--- config.mk ---
export PLATFORM = sky130hd
export DESIGN_NAME = api_status_rx_framer
export DESIGN_NICKNAME = d
export VERILOG_FILES = /design/src/verilog/api_framer_pkg.sv /design/src/verilog/byte_stream_if.sv /design/src/verilog/payload_fifo.sv /design/src/verilog/api_status_rx_framer.sv
export VERILOG_INCLUDE_DIRS = /design/src /design/src/verilog
export SDC_FILE = /design/constraint.sdc
export NUM_CORES = 1
export LEC_CHECK = 0
export BUFFER_PORTS_ARGS = -buffer_cell sky130_fd_sc_hd__buf_2
export CORE_AREA = 4 4 170 172
export CTS_CLUSTER_DIAMETER = 40
export DETAILED_ROUTE_END_ITERATION = 7
export DIE_AREA = 0 0 174 176
export GPL_TIMING_DRIVEN = 0
export PLACE_DENSITY = 0.69
export SYNTH_ARGS = -nofsm -noshare
export SYNTH_HDL_FRONTEND = slang
export SYNTH_SLANG_ARGS = --single-unit
--- constraint.sdc ---
create_clock -name clk -period 4.88 [get_ports clk]
set_input_delay 0.976 -clock clk [delete_from_list [all_inputs] [get_ports clk]]
set_output_delay 0.976 -clock clk [all_outputs]
set_load 0.005 [all_outputs]
--- src/verilog/api_framer_regs.svh ---
`ifndef API_FRAMER_REGS_SVH
`define API_FRAMER_REGS_SVH

// Frame layout bytes and offsets
`define START_DELIMITER 8'h7E
`define TYPE_TX_STATUS 8'h89
`define TYPE_RX_LONG 8'h80
`define OFS_LENGTH 4'h1
`define OFS_TYPE 4'h3
`define OFS_FRAME_ID 4'h4
`define OFS_DELIVERY 4'h5
`define OFS_SOURCE 4'h4
`define OFS_SIGNAL 4'hC
`define OFS_OPTIONS 4'hD
`define OFS_PAYLOAD 4'hE
`define CHECKSUM_BASE 8'hFF

// Lengths between length field and checksum
`define STATUS_LENGTH 16'h0003
`define RX_FIXED_LENGTH 16'h000B

// Configuration values
`define OUTPUT_FORMAT_LEGACY 8'h02
`define LONG_ADDRESS_MARK 16'hFFFE
`define ESCAPE_RAW 8'h01

// Receive option bits
`define OPT_BROADCAST_BIT 1
`define OPT_ALL_PAN_BIT 2

// Delivery status codes kept by this radio variant
`define DS_SUCCESS 8'h00
`define DS_NO_ACK 8'h01
`define DS_CCA_FAIL 8'h02
`define DS_INDIRECT 8'h03
`define DS_TRX_FAIL 8'h04
`define DS_NET_ACK 8'h21
`define DS_NOT_JOINED 8'h22
`define DS_INTERNAL 8'h31
`define DS_RESOURCE 8'h32
`define DS_TOO_LONG 8'h74

// Payload FIFO
`define FIFO_DEPTH 16
`define FIFO_WIDTH 9

`endif

--- src/verilog/api_framer_pkg.sv ---
`default_nettype none
package api_framer_pkg;

  typedef enum logic [2:0] {
    ST_IDLE = 3'b000,
    ST_DELIM = 3'b001,
    ST_LEN_HI = 3'b010,
    ST_LEN_LO = 3'b011,
    ST_HEADER = 3'b100,
    ST_PAYLOAD = 3'b101,
    ST_CHECKSUM = 3'b110
  } frame_state_type;

  typedef enum logic [0:0] {
    KIND_STATUS = 1'b0,
    KIND_RX = 1'b1
  } frame_kind_type;

endpackage : api_framer_pkg
`default_nettype wire

--- src/verilog/byte_stream_if.sv ---
`default_nettype none
interface byte_stream_if #(parameter int WIDTH = 9);
  logic valid;
  logic ready;
  logic [WIDTH-1:0] data;
  modport source (output valid, output data, input ready);
  modport sink (input valid, input data, output ready);
endinterface : byte_stream_if
`default_nettype wire

--- src/verilog/payload_fifo.sv ---
`default_nettype none
module payload_fifo #(
  parameter int WIDTH = 9,
  parameter int DEPTH = 16
) (
  // Clock and reset
  input wire logic clk,
  input wire logic resetn,
  // Filling side
  byte_stream_if.sink fill,
  // Draining side
  byte_stream_if.source drain
);

  localparam int AW = $clog2(DEPTH);

  logic [WIDTH-1:0] store [DEPTH];
  logic [AW-1:0] wr_ptr;
  logic [AW-1:0] rd_ptr;
  logic [AW:0] count;
  logic push;
  logic pop;

  // Honest full and empty from the occupancy count
  assign fill.ready = (count != DEPTH[AW:0]);
  assign drain.valid = (count != '0);
  assign drain.data = store[rd_ptr];
  assign push = fill.valid && fill.ready;
  assign pop = drain.valid && drain.ready;

  // Storage write
  always_ff @(posedge clk)
  begin
    if (push)
    begin
      store[wr_ptr] <= fill.data;
    end
  end

  // Pointers and occupancy
  always_ff @(posedge clk)
  begin
    if (!resetn)
    begin
      wr_ptr <= '0;
      rd_ptr <= '0;
      count <= '0;
    end
    else
    begin
      if (push)
      begin
        wr_ptr <= wr_ptr + 1'b1;
      end
      if (pop)
      begin
        rd_ptr <= rd_ptr + 1'b1;
      end
      if (push && !pop)
      begin
        count <= count + 1'b1;
      end
      else if (pop && !push)
      begin
        count <= count - 1'b1;
      end
    end
  end

endmodule : payload_fifo
`default_nettype wire

--- src/verilog/api_status_rx_framer.sv ---
`include "api_framer_regs.svh"
`default_nettype none
module api_status_rx_framer (
  // Clock and reset
  input wire logic clk,
  input wire logic resetn,
  // Configuration settings
  input wire logic [7:0] api_output_format,
  input wire logic [7:0] api_escape_setting,
  // Transmit completion event
  input wire logic tx_done_valid,
  output logic tx_done_ready,
  input wire logic [7:0] tx_frame_id,
  input wire logic [7:0] tx_delivery,
  input wire logic tx_broadcast,
  // Received packet header
  input wire logic rx_hdr_valid,
  output logic rx_hdr_ready,
  input wire logic [15:0] source_short_address,
  input wire logic [63:0] rx_source_long,
  input wire logic [7:0] rx_signal_dbm,
  input wire logic rx_was_broadcast,
  input wire logic rx_all_pan,
  input wire logic [15:0] rx_payload_length,
  // Received payload bytes, last flag with final byte
  input wire logic rx_data_valid,
  output logic rx_data_ready,
  input wire logic [7:0] rx_data,
  input wire logic rx_data_last,
  // Serial API output bytes
  output logic out_valid,
  input wire logic out_ready,
  output logic [7:0] out_data,
  output logic out_last,
  // Status
  output logic busy,
  output logic rx_dropped,
  output logic unescaped_mode
);

  api_framer_pkg::frame_state_type state;
  api_framer_pkg::frame_kind_type kind;
  logic [15:0] length;
  logic [7:0] header [11];
  logic [3:0] hdr_count;
  logic [3:0] hdr_index;
  logic [15:0] pay_count;
  logic [7:0] sum;
  logic drop_payload;
  logic rx_accept;
  logic tx_accept;
  logic rx_wanted;
  logic slot_free;
  logic [7:0] next_byte;
  logic next_last;
  logic advance;

  byte_stream_if #(.WIDTH(`FIFO_WIDTH)) pay_in ();
  byte_stream_if #(.WIDTH(`FIFO_WIDTH)) pay_out ();

  // Broadcast reads as success; otherwise keep only this radio's delivery codes, anything else reads as internal error
  function automatic logic [7:0] filter_delivery(input logic [7:0] code, input logic bcast);
    logic [7:0] result;
    result = `DS_INTERNAL;
    if (bcast)
    begin
      result = `DS_SUCCESS;
    end
    else
    begin
      case (code)
        `DS_SUCCESS, `DS_NO_ACK, `DS_CCA_FAIL, `DS_INDIRECT, `DS_TRX_FAIL: result = code;
        `DS_NET_ACK, `DS_NOT_JOINED, `DS_INTERNAL, `DS_RESOURCE,
        `DS_TOO_LONG: result = code;
        default: result = `DS_INTERNAL;
      endcase
    end
    return result;
  endfunction : filter_delivery

  // Payload buffer; its fill ready stalls the payload source
  payload_fifo #(.WIDTH(`FIFO_WIDTH), .DEPTH(`FIFO_DEPTH)) u_fifo (
    .clk(clk),
    .resetn(resetn),
    .fill(pay_in),
    .drain(pay_out)
  );

  // Payload enters the FIFO only for a frame being built; dropped ones are sunk
  assign pay_in.valid = rx_data_valid && (state != api_framer_pkg::ST_IDLE)
    && (kind == api_framer_pkg::KIND_RX) && !drop_payload;
  assign pay_in.data = {rx_data_last, rx_data};
  assign rx_data_ready = drop_payload ? 1'b1 : (pay_in.ready && (state !=
    api_framer_pkg::ST_IDLE) && (kind == api_framer_pkg::KIND_RX));

  // Receive frame only under legacy format and long sender
  assign rx_wanted = (api_output_format == `OUTPUT_FORMAT_LEGACY)
    && (source_short_address == `LONG_ADDRESS_MARK);
  // A new frame waits until the previous checksum has left
  assign slot_free = (state == api_framer_pkg::ST_IDLE) && !out_valid && !drop_payload;
  // Status events take priority; a zero identifier is consumed silently
  assign tx_accept = slot_free && tx_done_valid;
  assign rx_accept = slot_free && !tx_done_valid && rx_hdr_valid;
  assign advance = !out_valid || out_ready;

  // Handshake readies for the event inputs
  always_ff @(posedge clk)
  begin
    if (!resetn)
    begin
      tx_done_ready <= 1'b0;
      rx_hdr_ready <= 1'b0;
    end
    else
    begin
      tx_done_ready <= 1'b0;
      rx_hdr_ready <= 1'b0;
      if (tx_accept && !tx_done_ready)
      begin
        tx_done_ready <= 1'b1;
      end
      if (rx_accept && !rx_hdr_ready)
      begin
        rx_hdr_ready <= 1'b1;
      end
    end
  end

  // Capture frame content when an event is taken
  always_ff @(posedge clk)
  begin
    if (!resetn)
    begin
      kind <= api_framer_pkg::KIND_STATUS;
      length <= 16'h0000;
      hdr_count <= 4'h0;
      drop_payload <= 1'b0;
      rx_dropped <= 1'b0;
      for (int i = 0; i < 11; i++)
      begin
        header[i] <= 8'h00;
      end
    end
    else
    begin
      rx_dropped <= 1'b0;
      if (drop_payload && rx_data_valid && rx_data_last)
      begin
        drop_payload <= 1'b0;
      end
      if (tx_done_ready && tx_frame_id != 8'h00)
      begin
        kind <= api_framer_pkg::KIND_STATUS;
        length <= `STATUS_LENGTH;
        hdr_count <= 4'h3;
        header[0] <= `TYPE_TX_STATUS;
        header[1] <= tx_frame_id;
        header[2] <= filter_delivery(tx_delivery, tx_broadcast);
      end
      else if (rx_hdr_ready && rx_wanted)
      begin
        kind <= api_framer_pkg::KIND_RX;
        length <= 16'(`RX_FIXED_LENGTH + rx_payload_length);
        hdr_count <= 4'hB;
        header[0] <= `TYPE_RX_LONG;
        for (int i = 0; i < 8; i++)
        begin
          header[1 + i] <= rx_source_long[63 - 8 * i -: 8];
        end
        header[9] <= rx_signal_dbm;
        header[10] <= {5'b0_0000, rx_all_pan, rx_was_broadcast, 1'b0};
      end
      else if (rx_hdr_ready && rx_payload_length != 16'h0000)
      begin
        drop_payload <= 1'b1;
        rx_dropped <= 1'b1;
      end
    end
  end

  // Frame sequencer
  always_ff @(posedge clk)
  begin
    if (!resetn)
    begin
      state <= api_framer_pkg::ST_IDLE;
      hdr_index <= 4'h0;
      pay_count <= 16'h0000;
    end
    else
    begin
      case (state)
        api_framer_pkg::ST_IDLE:
        begin
          if ((tx_done_ready && tx_frame_id != 8'h00) || (rx_hdr_ready && rx_wanted))
          begin
            state <= api_framer_pkg::ST_DELIM;
          end
        end
        api_framer_pkg::ST_DELIM:
        begin
          if (advance)
          begin
            state <= api_framer_pkg::ST_LEN_HI;
          end
        end
        api_framer_pkg::ST_LEN_HI:
        begin
          if (advance)
          begin
            state <= api_framer_pkg::ST_LEN_LO;
          end
        end
        api_framer_pkg::ST_LEN_LO:
        begin
          if (advance)
          begin
            state <= api_framer_pkg::ST_HEADER;
            hdr_index <= 4'h0;
          end
        end
        api_framer_pkg::ST_HEADER:
        begin
          if (advance)
          begin
            hdr_index <= hdr_index + 4'h1;
            if (hdr_index == hdr_count - 4'h1)
            begin
              pay_count <= length - ((kind == api_framer_pkg::KIND_RX) ?
                `RX_FIXED_LENGTH : `STATUS_LENGTH);
              state <= (kind == api_framer_pkg::KIND_RX && length != `RX_FIXED_LENGTH) ?
                api_framer_pkg::ST_PAYLOAD : api_framer_pkg::ST_CHECKSUM;
            end
          end
        end
        api_framer_pkg::ST_PAYLOAD:
        begin
          if (advance && pay_out.valid)
          begin
            pay_count <= pay_count - 16'h0001;
            if (pay_count == 16'h0001)
            begin
              state <= api_framer_pkg::ST_CHECKSUM;
            end
          end
        end
        api_framer_pkg::ST_CHECKSUM:
        begin
          if (advance)
          begin
            state <= api_framer_pkg::ST_IDLE;
          end
        end
        default:
        begin
          state <= api_framer_pkg::ST_IDLE;
        end
      endcase
    end
  end

  // Payload leaves the FIFO as it is sent; length field bounds it, not the last flag
  assign pay_out.ready = (state == api_framer_pkg::ST_PAYLOAD) && advance;

  // Byte to present in the current state
  always_comb
  begin
    next_byte = 8'h00;
    next_last = 1'b0;
    case (state)
      api_framer_pkg::ST_DELIM: next_byte = `START_DELIMITER;
      api_framer_pkg::ST_LEN_HI: next_byte = length[15:8];
      api_framer_pkg::ST_LEN_LO: next_byte = length[7:0];
      api_framer_pkg::ST_HEADER: next_byte = header[hdr_index];
      api_framer_pkg::ST_PAYLOAD: next_byte = pay_out.data[7:0];
      api_framer_pkg::ST_CHECKSUM:
      begin
        next_byte = `CHECKSUM_BASE - sum;
        next_last = 1'b1;
      end
      default: next_byte = 8'h00;
    endcase
  end

  // Output register; bytes go raw, no escape substitution in this block
  always_ff @(posedge clk)
  begin
    if (!resetn)
    begin
      out_valid <= 1'b0;
      out_data <= 8'h00;
      out_last <= 1'b0;
    end
    else if (advance)
    begin
      out_valid <= (state != api_framer_pkg::ST_IDLE) &&
        (state != api_framer_pkg::ST_PAYLOAD || pay_out.valid);
      out_data <= next_byte;
      out_last <= next_last;
    end
  end

  // Running sum from the type byte up to the last payload byte
  always_ff @(posedge clk)
  begin
    if (!resetn)
    begin
      sum <= 8'h00;
    end
    else if (state == api_framer_pkg::ST_IDLE)
    begin
      sum <= 8'h00;
    end
    else if (advance && (state == api_framer_pkg::ST_HEADER ||
      (state == api_framer_pkg::ST_PAYLOAD && pay_out.valid)))
    begin
      sum <= sum + next_byte;
    end
  end

  // Status outputs
  always_ff @(posedge clk)
  begin
    if (!resetn)
    begin
      busy <= 1'b0;
      unescaped_mode <= 1'b0;
    end
    else
    begin
      busy <= (state != api_framer_pkg::ST_IDLE) || out_valid;
      unescaped_mode <= (api_escape_setting == `ESCAPE_RAW);
    end
  end

endmodule : api_status_rx_framer
`default_nettype wire

==> impl_metrics.csv <==
group,metric,value,unit
global_route,grt_usage,22.1,%
global_route,globalRouteOverflowTotal,0,
synthesis,ys_seq_elements,290,
finish,n_fill_cell,2224,
synthesis,yosysTopAreaCellShare,45.0,%
clock_tree,ctsResizeCount,0,
synthesis,synth_area,13500,sq um
route,postRouteAntennaNets,0,
synthesis,synth_cells,1108,
pwr,p_switching,1.64,mW
setup_path,crit_type,"flip-flop to flip-flop",
finish,seq_area,7840,sq um
pwr,p_per_area,400,nW/um^2
route,drt_iter0_drc,865,
setup_path,reg2regPathDepth,13,
timing,fmax,228,MHz
finish,instances_no_fill,1703,
clock_tree,h-tree-depth,2,
setup_path,arrival,4.78,ns
setup_path,rr_endpoint,"sum[7]",
timing,tightest_slew,1.16,ns
setup_path,slowest_stage,"clkbuf_1",
timing,rsz0062_at_grt,"no",
route,drc,0,
timing,hold_viol,0,
finish,layout.nets,1501,
pwr,peakVddDrop,0.278,mV
setup_path,crit_end,"sum[7]",
run_status,status,"finished, final reports clean",
timing,fin_skew,0.0310,ns
finish,area_delta_synth_final,20.6,%
die,ios,170,
synthesis,yosysSeqAreaShare,57.9,%
timing,fin_ws,0.502,ns
clock_tree,cts_buffer_depth,3,
timing,fin_setup_tns,0,ns
global_route,top_usage_layer,"met2",
die,start_util,49.3,%
die,core-area,27500,sq um
pwr,leakagePower,5.95,nW
global_route,use_met2,36.3,%
finish,drive_above_1_share,24.7,%
global_route,grt_pass1_wl,53.3,mm
route,vias_per_cell,5.78,
clock_tree,cts_tree,"yes",
route,wl_per_cell,20.3,um
die,die_h,176,um
die,fp-row-count,61,
synthesis,yosysUniqueCellTypes,77,
pwr,power_switching_share,25.0,%
setup_path,path_delay_family,"multiplexers",
synthesis,synth_nets,1286,
pwr,power,6.54,mW
finish,final_cell_mix,"edfxtp_1, buf_2, nor2_1",
setup_path,cp_max_fo,10,
clock_tree,cts_hold_buf,0,
timing,finalCriticalPeriod,4.38,ns
timing,final-setup-viol-count,0,
placement,routabilityCongestion,0.920,
hold_path,holdCritStartpoint,"rx_hdr_ready",
clock_tree,clk_latency,0.55,ns
hold_path,min_path_type,"flip-flop to flip-flop",
placement,port_buffers,169,
die,die_w,174,um
synthesis,synth_edf_count,203,
pwr,clkPwrFrac,47.4,%
route,drtPass1Iterations,5,
die,die_area,30600,sq um
clock_tree,cts_setup_buffers,0,
global_route,grt_max_degree,31,
synthesis,async_flop_share,0,%
pwr,seq_power_share,42.3,%
synthesis,netlist_top_cells_area,"edfxtp_1, dfxtp_1, mux4_2",
pwr,power.share.combinational,10.3,%
setup_path,cp.depth,13,
setup_path,startpoint_type,"flip-flop",
route,vias,9837,
timing,slew_headroom,22.3,%
clock_tree,clk_pin_slew_worst_paths,0.05,ns
synthesis,avgSynthCellArea,12.2,sq um
setup_path,cp.required,5.29,ns
setup_path,max_stage_delay,0.61,ns
pwr,internal-power,4.90,mW
setup_path,crit_buf_inv,2,
clock_tree,numCtsBuffers,42,
global_route,globalRouteMet3Util,3.98,%
timing,slew_violations,0,
setup_path,crit_chain,"clkbuf_1 > clkbuf_1 > mux4_2 > mux4_2 > nand2_1 > nand3_1 > ha_1 > a21oi_1 > o211ai_1 > a2111o_1 > and3_1 > mux2_2 > mux2i_1",
clock_tree,cts.root.buffer_cell,"clkbuf_16",
placement,place_ws,0.523,ns
clock_tree,cts_num_sinks,290,
global_route,grt_pass1_vias,9677,
placement,hpwl,24.2,mm
finish,final_common_cell,"edfxtp_1",
timing,timing.hold.ws,0.462,ns
global_route,grt.met1_usage,30.2,%
synthesis,ys.flop_type,"edfxtp_1",
global_route,antenna_found_initial,2,
synthesis,yosys.area.top_type,"edfxtp_1",
flow_run,max-cap-violations,0,
route,wl,34.5,mm
synthesis,ys_warn_count,0,
timing,fin_crit_sh,89.7,%
placement,dpl.cell_count,1625,
setup_path,reg2reg_slack,0.50,ns
setup_path,endpoint_kind,"flip-flop",
finish,multi_input_comb_area,5390,sq um
layer usage:
layer / vias to the layer above / routed length (um)
li1: 4615 / -
met1: 4796 / 14800
met2: 353 / 16300
met3: 71 / 2370
met4: 2 / 982
met5: - / 13
how the worst min path moves through the flow:
| stage | depth (start not counted) | end | slack [ns] |
|---|---|---|---|
| finish | 1 | rx_hdr_ready | 0.46 |
| global placement | 1 | tx_done_ready | 0.45 |
| floorplan | 2 | header[0][7] | 0.44 |
| detailed placement | 1 | tx_done_ready | 0.45 |
| CTS | 1 | rx_hdr_ready | 0.47 |
| global route | 1 | rx_hdr_ready | 0.50 |
final cells by class:
cell class	instances	area share, %
plain buffers	60	1.54
inverters	23	0.528
clock buffers	48	6.70
flip-flops and latches	290	48.0
well taps	346	2.65
repair buffers	171	5.37
clock inverters	29	2.21
diodes	1	0.0153
multi-input cells	735	33.0
through the flow:
step	util (%)	instance area, sq um
finish	59.5	16300
global route	59.5	16300
CTS	59.4	16300
detailed placement	54.1	14900
global placement	53.9	14800
floorplan	-	13500
synth_stat cells (all sizes together), types with 3 or more instances:
| cell type | instances |
|---|---|
| o21ai | 54 |
| a21boi | 6 |
| nand2b | 7 |
| o21a | 3 |
| and2 | 64 |
| nand3 | 14 |
| o221a | 3 |
| a21oi | 62 |
| a31oi | 7 |
| o22ai | 10 |
| edfxtp | 203 |
| xor2 | 19 |
| o31ai | 6 |
| nor2 | 107 |
| or2 | 4 |
| nand3b | 4 |
| a22oi | 7 |
| ha | 22 |
| mux2i | 25 |
| inv | 22 |
| or4 | 11 |
| clkbuf | 42 |
| nor3 | 20 |
| o211ai | 5 |
| dfxtp | 87 |
| nor4 | 12 |
| nand4 | 8 |
| and3 | 3 |
| nor3b | 6 |
| or3 | 9 |
| xnor2 | 21 |
| nand2 | 87 |
| nor2b | 6 |
| a211oi | 22 |
| mux2 | 9 |
| buf | 18 |
| mux4 | 48 |
| a21o | 6 |
| a221oi | 3 |
power groups by stage:
stage	Clock (mW)	Combinational, mW	Sequential [mW]
final	3.10	0.676	2.77
after global routing	3.25	0.736	2.77
after CTS	3.14	0.665	2.76
after detailed placement	0	0.656	2.81
after global placement	0	0.650	2.81
after floorplan	0	0.391	2.80
state kept, by name (all words and copies together) (netlist names), named ones only:
register / cells
busy: 1
drop_payload: 1
hdr_count: 1
hdr_index: 4
header: 76
kind: 1
length: 16
out_data: 8
out_last: 1
out_valid: 1
pay_count: 16
rx_dropped: 1
rx_hdr_ready: 1
state: 3
sum: 8
tx_done_ready: 1
u_fifo.count: 5
u_fifo.rd_ptr: 4
u_fifo.store: 128
u_fifo.wr_ptr: 4
unescaped_mode: 1
logic make-up (layout without fill, tap and decap cells):
group / Yosys count / in the layout / share of synthesized area, %
XOR/XNOR: 40 / 40 / 2.59
multiplexers: 82 / 82 / 10.6
other: 0 / 1 / 0
buffers and inverters: 83 / 331 / 2.49
flip-flops: 290 / 290 / 57.9
AO/OA/AOI/OAI: 216 / 216 / 10.2
adder cells (fa/ha/maj): 24 / 24 / 2.33
AND/OR/NAND/NOR: 373 / 373 / 14.0
Note: power is estimated with default switching activity, not from simulation.
